<file path="src/common/glg_defs.vh">
// glue gate constants: register offsets, field positions, function codes
// assumes a 32-bit apb data path and a 12-bit byte address
`ifndef GLG_DEFS_VH
`define GLG_DEFS_VH

// function codes shared by the vector and reduction gates
`define GLG_OP_AND       2'h0
`define GLG_OP_OR        2'h1
`define GLG_OP_XOR       2'h2
`define GLG_OP_NOT       2'h3

// apb geometry
`define GLG_ADDR_W       12
`define GLG_DATA_W       32

// register byte offsets
`define GLG_REG_CTRL     12'h000
`define GLG_REG_OPA      12'h004
`define GLG_REG_OPB      12'h008
`define GLG_REG_RED_IN   12'h00c
`define GLG_REG_RED_RES  12'h010
`define GLG_REG_VEC_RES  12'h014
`define GLG_REG_CONST    12'h018

// control register fields
`define GLG_CTRL_VOP_LSB 0
`define GLG_CTRL_ROP_LSB 2
`define GLG_CTRL_SRC_BIT 4

// reset values of the software operand registers
`define GLG_RST_OPERAND  32'h0000_0000

`endif

</file>
<file path="src/design/glg_red_gate.v">
// reduction gate: folds one vector into a single bit
// assumes op is steady from the surrounding logic; purely combinational
`timescale 1ns/1ns
`include "glg_defs.vh"

module glg_red_gate #(
    parameter SIZE = 8
) (
    // function select
    input  wire [1:0]      op,
    // operand
    input  wire [SIZE-1:0] input_vector_a,
    // result
    output reg             result
);

////////////////////////////////////////////////////////////////////////////
// width guard

// a one-input fold is refused: no gate is built and the bit reads low
localparam SIZE_OK = (SIZE >= 2) ? 1'b1 : 1'b0; // RULE6

////////////////////////////////////////////////////////////////////////////
// fold over every bit at once

always @* begin
    result = 1'b0;
    if (SIZE_OK) begin
        case (op)
            `GLG_OP_AND: result = &input_vector_a; // RULE5 RULE7
            `GLG_OP_OR:  result = |input_vector_a; // RULE5 RULE7
            `GLG_OP_XOR: result = ^input_vector_a; // RULE5 RULE7
            // inversion has no reduced form, so it reads as low
            default:     result = 1'b0;
        endcase
    end
end

endmodule // glg_red_gate

</file>
<file path="src/design/glg_top.v">
// glue gates top: vector gate, reduction gate, constant source, apb view
// assumes core_clk at 250 MHz, apb master on core_clk, operand nets
// from logic in the same design (no synchronisers on the gate path)
// clk_en freezes every flop; the gate path stays live
//
// Behaviour
// RULE1: vector gate applies one chosen and/or/xor/not bit by bit.
// RULE2: vector width is one parameter, any value of one or more.
// RULE3: two-operand modes are n independent two-input gates per bit.
// RULE4: inversion uses only the first operand, one inverter per bit.
// RULE5: reduction gate offers and, or or xor over one vector.
// RULE6: reduction width parameter below two is refused.
// RULE7: reduction gives one bit, the function over all inputs.
// RULE8: constant source drives a fixed tie value or pattern.
// RULE9: by default the constant is one bit wide and high.
// RULE10: constant width and value parameters set the bus and its bits.
// RULE11: constant value may be written decimal, hex or binary alike.
// RULE12: gate and constant paths are combinational, no latency.
`timescale 1ns/1ns
`include "glg_defs.vh"

module glg_top #(
    parameter       VEC_SIZE    = 8,
    parameter       RED_SIZE    = 8,
    parameter [1:0] VEC_OP      = `GLG_OP_AND,
    parameter [1:0] RED_OP      = `GLG_OP_AND,
    parameter       CONST_WIDTH = 1,
    parameter [CONST_WIDTH-1:0] CONST_VALUE = 1'b1 // RULE9 RULE11
) (
    // clock, reset, enable
    input  wire                   core_clk,
    input  wire                   rst_b,
    input  wire                   clk_en,
    // apb slave
    input  wire [`GLG_ADDR_W-1:0] paddr,
    input  wire                   psel,
    input  wire                   penable,
    input  wire                   pwrite,
    input  wire [`GLG_DATA_W-1:0] pwdata,
    output reg  [`GLG_DATA_W-1:0] prdata,
    output wire                   pready,
    output wire                   pslverr,
    // vector gate nets
    input  wire [VEC_SIZE-1:0]    input_vector_a,
    input  wire [VEC_SIZE-1:0]    input_vector_b,
    output wire [VEC_SIZE-1:0]    vec_result,
    // reduction gate nets
    input  wire [RED_SIZE-1:0]    reduce_in,
    output wire                   red_result,
    // constant source
    output wire [CONST_WIDTH-1:0] const_out
);

////////////////////////////////////////////////////////////////////////////
// address helpers

// only the listed word offsets answer; anything else is an error
function glg_is_mapped;
    input [`GLG_ADDR_W-1:0] a;
    begin
        case (a)
            `GLG_REG_CTRL,
            `GLG_REG_OPA,
            `GLG_REG_OPB,
            `GLG_REG_RED_IN,
            `GLG_REG_RED_RES,
            `GLG_REG_VEC_RES,
            `GLG_REG_CONST: glg_is_mapped = 1'b1;
            default:        glg_is_mapped = 1'b0;
        endcase
    end
endfunction

// write strobe for one register offset
function glg_hit;
    input [`GLG_ADDR_W-1:0] a;
    input [`GLG_ADDR_W-1:0] offset;
    input                   wr;
    begin
        glg_hit = wr && (a == offset);
    end
endfunction

// control word as software reads it back
// unused bits read low
function [`GLG_DATA_W-1:0] glg_ctrl_word;
    input [1:0] vop;
    input [1:0] rop;
    input       src;
    begin
        glg_ctrl_word = {`GLG_DATA_W{1'b0}};
        glg_ctrl_word[`GLG_CTRL_VOP_LSB+1:`GLG_CTRL_VOP_LSB] = vop;
        glg_ctrl_word[`GLG_CTRL_ROP_LSB+1:`GLG_CTRL_ROP_LSB] = rop;
        glg_ctrl_word[`GLG_CTRL_SRC_BIT] = src;
    end
endfunction

////////////////////////////////////////////////////////////////////////////
// apb phase tracking

wire setup_phase;
wire access_phase;
wire write_now;
wire read_setup;
wire addr_bad;

reg  phase_ok;
reg  err_q;

assign setup_phase  = psel & ~penable;
assign access_phase = psel & penable;
assign read_setup   = setup_phase & ~pwrite;
// decoded once at setup; the flop keeps it through wait states
assign addr_bad     = ~glg_is_mapped(paddr);

// pready only after the setup edge was taken, and only while enabled
// clk_en low stretches the access; the master just waits
assign pready    = access_phase & phase_ok & clk_en;
assign pslverr   = pready & err_q;
assign write_now = pready & pwrite & ~err_q;

always @(posedge core_clk or negedge rst_b) begin
    if (!rst_b) begin
        phase_ok <= 1'b0;
        err_q    <= 1'b0;
    end else if (clk_en) begin
        // setup decodes; the pready edge clears for the next transfer
        if (setup_phase) begin
            phase_ok <= 1'b1;
            err_q    <= addr_bad;
        end else if (pready) begin
            phase_ok <= 1'b0;
            err_q    <= 1'b0;
        end
    end
end

////////////////////////////////////////////////////////////////////////////
// software registers

reg [1:0]             ctrl_vop;
reg [1:0]             ctrl_rop;
reg                   ctrl_src;
reg [`GLG_DATA_W-1:0] reg_opa;
reg [`GLG_DATA_W-1:0] reg_opb;
reg [`GLG_DATA_W-1:0] reg_red_in;

// one strobe per writable register, all from the same qualified write
// read-only offsets match no strobe and are dropped quietly
wire                  wr_ctrl;
wire                  wr_opa;
wire                  wr_opb;
wire                  wr_red_in;

assign wr_ctrl   = glg_hit(paddr, `GLG_REG_CTRL, write_now);
assign wr_opa    = glg_hit(paddr, `GLG_REG_OPA, write_now);
assign wr_opb    = glg_hit(paddr, `GLG_REG_OPB, write_now);
assign wr_red_in = glg_hit(paddr, `GLG_REG_RED_IN, write_now);

// function codes come up at the parameter choices
always @(posedge core_clk or negedge rst_b) begin
    if (!rst_b) begin
        ctrl_vop   <= VEC_OP;
        ctrl_rop   <= RED_OP;
        ctrl_src   <= 1'b0;
        reg_opa    <= `GLG_RST_OPERAND;
        reg_opb    <= `GLG_RST_OPERAND;
        reg_red_in <= `GLG_RST_OPERAND;
    end else if (clk_en) begin
        if (wr_ctrl) begin
            ctrl_vop <= pwdata[`GLG_CTRL_VOP_LSB+1:`GLG_CTRL_VOP_LSB];
            ctrl_rop <= pwdata[`GLG_CTRL_ROP_LSB+1:`GLG_CTRL_ROP_LSB];
            ctrl_src <= pwdata[`GLG_CTRL_SRC_BIT];
        end
        if (wr_opa) begin
            reg_opa <= pwdata;
        end
        if (wr_opb) begin
            reg_opb <= pwdata;
        end
        if (wr_red_in) begin
            reg_red_in <= pwdata;
        end
    end
end

////////////////////////////////////////////////////////////////////////////
// operand selection

// register operands let software exercise the gates with the pins idle
// zero-extend before slicing so any size works against 32-bit words
wire [VEC_SIZE+31:0] opa_ext;
wire [VEC_SIZE+31:0] opb_ext;
wire [RED_SIZE+31:0] red_ext;

assign opa_ext = {{VEC_SIZE{1'b0}}, reg_opa};
assign opb_ext = {{VEC_SIZE{1'b0}}, reg_opb};
assign red_ext = {{RED_SIZE{1'b0}}, reg_red_in};

wire [VEC_SIZE-1:0] vec_a;
wire [VEC_SIZE-1:0] vec_b;
wire [RED_SIZE-1:0] red_in;

// plain mux, no flop: the pin path keeps zero latency
assign vec_a  = ctrl_src ? opa_ext[VEC_SIZE-1:0] : input_vector_a; // RULE12
assign vec_b  = ctrl_src ? opb_ext[VEC_SIZE-1:0] : input_vector_b; // RULE12
assign red_in = ctrl_src ? red_ext[RED_SIZE-1:0] : reduce_in;      // RULE12

////////////////////////////////////////////////////////////////////////////
// gates

// vector gate: one function for all bits, picked by ctrl_vop
glg_vec_gate #(
    .SIZE           (VEC_SIZE)
) u_vec_gate (
    .op             (ctrl_vop),
    .input_vector_a (vec_a),
    .input_vector_b (vec_b),
    .result         (vec_result)
);

// reduction gate: op code 3 has no fold and reads low
glg_red_gate #(
    .SIZE           (RED_SIZE)
) u_red_gate (
    .op             (ctrl_rop),
    .input_vector_a (red_in),
    .result         (red_result)
);

////////////////////////////////////////////////////////////////////////////
// constant source

// the typed parameter fixes the bit pattern whatever radix was used
// no flop here either: the tie is live during reset
generate
    if (CONST_WIDTH < 1) begin : g_bad_const
        // refused width: a stub bus held low
        assign const_out = {(2-CONST_WIDTH){1'b0}}; // RULE10
    end else begin : g_const
        assign const_out = CONST_VALUE; // RULE8 RULE10 RULE11
    end
endgenerate

////////////////////////////////////////////////////////////////////////////
// readback

wire [VEC_SIZE+31:0]    vec_res_ext;
wire [CONST_WIDTH+31:0] const_ext;

assign vec_res_ext = {32'h0000_0000, vec_result};
assign const_ext   = {32'h0000_0000, const_out};

reg [`GLG_DATA_W-1:0] next_prdata;

// read data is taken at the setup edge; results are live at that moment
always @* begin
    next_prdata = 32'h0000_0000;
    case (paddr)
        `GLG_REG_CTRL: begin
            next_prdata = glg_ctrl_word(ctrl_vop, ctrl_rop, ctrl_src);
        end
        `GLG_REG_OPA: begin
            next_prdata = reg_opa;
        end
        `GLG_REG_OPB: begin
            next_prdata = reg_opb;
        end
        `GLG_REG_RED_IN: begin
            next_prdata = reg_red_in;
        end
        `GLG_REG_RED_RES: begin
            next_prdata[0] = red_result;
        end
        `GLG_REG_VEC_RES: begin
            next_prdata = vec_res_ext[31:0];
        end
        `GLG_REG_CONST: begin
            // wide constants show only their low word
            next_prdata = const_ext[31:0];
        end
        // unmapped offsets read zero; pslverr flags them
        default: begin
            next_prdata = 32'h0000_0000;
        end
    endcase
end

always @(posedge core_clk or negedge rst_b) begin
    if (!rst_b) begin
        prdata <= 32'h0000_0000;
    end else if (clk_en) begin
        // writes leave prdata at zero; only a read setup loads it
        if (read_setup) begin
            prdata <= next_prdata;
        end else if (pready) begin
            prdata <= 32'h0000_0000;
        end
    end
end

endmodule // glg_top

</file>
<file path="src/design/glg_vec_gate.v">
// vector gate: one bitwise function over two operand vectors
// assumes op is steady from the surrounding logic; purely combinational
`timescale 1ns/1ns
`include "glg_defs.vh"

module glg_vec_gate #(
    parameter SIZE = 8
) (
    // function select
    input  wire [1:0]      op,
    // operands
    input  wire [SIZE-1:0] input_vector_a,
    input  wire [SIZE-1:0] input_vector_b,
    // result
    output wire [SIZE-1:0] result
);

////////////////////////////////////////////////////////////////////////////
// one bit of the chosen function

function glg_bit_op;
    input [1:0] f;
    input       a;
    input       b;
    begin
        case (f)
            `GLG_OP_AND: glg_bit_op = a & b;
            `GLG_OP_OR:  glg_bit_op = a | b;
            `GLG_OP_XOR: glg_bit_op = a ^ b;
            default:     glg_bit_op = ~a; // RULE4
        endcase
    end
endfunction

////////////////////////////////////////////////////////////////////////////
// n independent gates, no bit looks at its neighbours

genvar i;
generate
    if (SIZE < 1) begin : g_bad_size
        // refused width: no gates are built, the stub bus reads low
        assign result = {(2-SIZE){1'b0}}; // RULE2
    end
    for (i = 0; i < SIZE; i = i + 1) begin : g_bit
        assign result[i] = glg_bit_op(op, input_vector_a[i],
                                      input_vector_b[i]); // RULE1 RULE3
    end
endgenerate

endmodule // glg_vec_gate

</file>
<file path="config.mk">
export PLATFORM = sky130hd
export DESIGN_NAME = glg_top
export DESIGN_NICKNAME = d
export VERILOG_FILES = /design/src/design/glg_red_gate.v /design/src/design/glg_top.v /design/src/design/glg_vec_gate.v
export VERILOG_INCLUDE_DIRS = /design/src /design/src/common
export SDC_FILE = /design/constraint.sdc
export NUM_CORES = 1
export LEC_CHECK = 0
export BUFFER_PORTS_ARGS = -buffer_cell sky130_fd_sc_hd__clkbuf_2
export CAP_MARGIN = 20
export CORE_UTILIZATION = 25
export DETAILED_ROUTE_END_ITERATION = 8
export GPL_ROUTABILITY_DRIVEN = 1
export GPL_TIMING_DRIVEN = 0
export PLACE_DENSITY_LB_ADDON = 0.3
export SETUP_SLACK_MARGIN = 0.4
export SLEW_MARGIN = 30
export SYNTH_ARGS = -nofsm -noshare
export SYNTH_HDL_FRONTEND = slang
export SYNTH_SLANG_ARGS = --single-unit
</file>
<file path="constraint.sdc">
create_clock -name core_clk -period 3.55 [get_ports core_clk]
set_input_delay 0.1775 -clock core_clk [delete_from_list [all_inputs] [get_ports core_clk]]
set_output_delay 0.1775 -clock core_clk [all_outputs]
set_load 0.01 [all_outputs]
</file>
==> metrics.cfg <==
[synth]
synthMuxAreaShare = 0.286
synthSimpleGateAreaFrac = 0.0583
syn_avg_cell_area_um2 = 12.8
synth_edf_count = 0
ys_ff_latch = 135
synth_area_um2 = 6890
synthArstFlopShare = 1.00
ys_types = 45
synth_top_family_by_area = multiplexers
synth_xor_xnor_area_share = 0.00381
synth_ff_type = dfrtp_1
synth_compound_area_frac = 0.0707
synthesis.nets = 638
yosysWarningCount = 0
synth_fa_ha_area_frac = 0.0436
synthCells = 540
seq_area_frac_synth = 0.490

[sta]
skew_ns = 0.00694
slew_violations = 0
period_share = 0.842
hold_viol = 0
setup_viol = 0
relSlewSlack = 0.394
fin_crit_ns = 2.99
rsz0062_at_grt = no
hold_ws_ns = 0.0160
tightestPinTransition_ns = 0.909
fmax_mhz = 335

[clock_tree]
htree_levels = 4
cts_sinks = 135
cts_tree = yes
clk_pin_slew_worst_paths_ns = 0.06
clock_latency_ns = 0.42
cts_root_buf = clkbuf_16
clockBufferDepth = 2
post_cts.repair.setup_buffers = 0
numCtsBuffers = 17

[die]
die_height_um = 168
dieArea_um2 = 28200
core_um2 = 27000
die_w_um = 168
core.rowCount = 60
num_io_pins = 118
initial_core_util = 0.255

[global_route]
grt.overflow.total = 0
grt_max_degree = 70
grt_pass1_wl_um = 29400
grt_use_total = 0.140
antenna_found_initial = 0
grt_pass1_vias = 5026

[power_and_ir_drop]
powerDensity_nw_per_um2 = 422
pwr-share-seq = 0.424
peakVddDrop_v = 0.000245
total_power_mw = 3.64
p_clk_frac = 0.513
p_leak_nw = 4.23
pwr-share-comb = 0.063
netSwitchingPower_mw = 0.832
power.share.switching = 0.229
internal_power_mw = 2.81

[detailed_routing]
detail-route-antenna-nets = 0
route.detailed.drc = 0
num_vias = 4653
drt-initial-drc-count = 145
wl_per_cell_um = 18.0
wirelength_um = 18600
vias_per_cell = 4.51
drt-pass1-iter-count = 4

[layout]
fill_cells = 2769
multi_input_area_um2 = 3210
drive_gt1_frac = 0.460
finish.utilization = 0.319
mostFrequentLayoutCells = dfrtp_1, mux2_2, clkbuf_2, nand2_1, inv_1
regArea_um2 = 3380
area_growth_pct = 25.1
nets = 776
layout.cells.non_filler = 1032
layout_commonest_cell = dfrtp_1
antenna_cells = 0

[placement]
routabilityCongestion = 0.749
place_inst = 997
port_buffers = 115
hpwl_um = 13600

[min_path]
min_path_cells = 2
hold_path_class = in2reg
min_to = reg_red_in[3]
min_from = pwdata[3]

[critical_path]
worstPathMaxFanout = 10
worstPathArrival_ns = 2.81
reg2reg_setup_slack_ns = 0.97
regToRegStartpoint = ctrl_src
critical_path_class = reg2out
startpoint = ctrl_src
endpoint_kind = output pin
critPathLaunchType = register
required_ns = 3.37
ff2ff_path_depth = 10
r2r_end = prdata[0]

[run_status]
outcome = complete, no violations

[job]
maxCapViolations = 0

==> through the flow <==
step | worst slack, ns | TNS, ns | area (µm²)
6_report | 0.561 | 0 | 8620
5_1_grt | 0.414 | 0 | 8620
3_3_place_gp | -0.166 | -20.69 | 7890
3_5_place_dp | 0.0652 | 0 | 7930
2_1_floorplan | 0.753 | 0 | 6890
4_1_cts | 0.410 | 0 | 8600
==> cell type report <==
class                   count  share of cell area
clock buffers              21              0.0558
repair buffers            119              0.0745
inverters                  32              0.0139
flip-flops and latches    135               0.392
multi-input cells         339               0.372
plain buffers              34              0.0251
clock inverters            11              0.0168
well taps                 341              0.0495
==> per-layer routing <==
metal	GRT usage	part of all wire
met5	0	0
met4	0.0407	0.0082
met3	0.0303	0.040
met2	0.227	0.48
met1	0.186	0.48
==> logic make-up (layout without fill, tap and decap cells) <==
kind of cell / Yosys count / in the layout
xor+xnor: 3 / 3
flops: 135 / 135
compound gates: 73 / 73
other cells: 1 / 1
mux: 166 / 166
simple gates: 72 / 72
fa+ha+maj: 24 / 24
buf+inv: 66 / 217
==> Yosys cell counts (all sizes together), types with 2 or more instances <==
| cell type | number | area [µm²] |
|---|---|---|
| a21o | 2 | 16.3 |
| a22oi | 31 | 233 |
| a31oi | 4 | 25.0 |
| a41oi | 2 | 17.5 |
| buf | 21 | 151 |
| clkbuf | 13 | 48.8 |
| dfrtp | 135 | 3380 |
| ha | 24 | 300 |
| inv | 32 | 120 |
| mux2 | 128 | 1440 |
| mux2i | 26 | 260 |
| mux4 | 12 | 270 |
| nand2 | 42 | 158 |
| nand3 | 2 | 10.0 |
| nand4 | 2 | 12.5 |
| nor2 | 8 | 45.0 |
| nor2b | 3 | 18.8 |
| nor3 | 3 | 37.5 |
| o21ai | 30 | 165 |
| or4 | 2 | 22.5 |
| xnor2 | 3 | 26.3 |
==> flip-flops by register name, summed over array words and instances (netlist names) <==
| name | cells |
|---|---|
| err_q | 1 |
| ctrl_src | 1 |
| phase_ok | 1 |
| reg_red_in | 32 |
| reg_opb | 32 |
| prdata | 32 |
| reg_opa | 32 |
| ctrl_vop | 2 |
| ctrl_rop | 2 |
==> power by group through the flow <==
stage / clock [mW] / sequential, mW / combinational [mW]
5_1_grt: 1.99 / 1.54 / 0.258
4_1_cts: 1.92 / 1.54 / 0.236
6_report: 1.87 / 1.54 / 0.228
3_3_place_gp: 0 / 1.57 / 0.225
3_5_place_dp: 0 / 1.57 / 0.231
2_1_floorplan: 0 / 1.57 / 0.0961
==> worst max-delay path, stage by stage, from the launching register on <==
cell and delay (ns):
dfrtp_1 0.32, buf_4 0.22, buf_6 0.21, buf_6 0.22
mux2i_4 0.29, ha_1 0.27, xnor2_1 0.14, xnor2_1 0.12
a211oi_1 0.25, a21o_1 0.19, clkbuf_2 0.16
==> worst max-delay path by stage <==
| stage | end | slack [ns] |
|---|---|---|
| floorplan | prdata[0] | 0.75 |
| global placement | prdata[16] | -0.17 |
| detailed placement | prdata[0] | 0.07 |
| CTS | red_result | 0.41 |
| global route | red_result | 0.41 |
| finish | red_result | 0.56 |
==> what timing repair did <==
action,4_1_cts,5_1_grt
hold buffers,3,0
resized for setup,9,3
endpoints found under the setup margin,8,1
hold endpoints to repair,68,0
(Power assumes the default switching activity.)
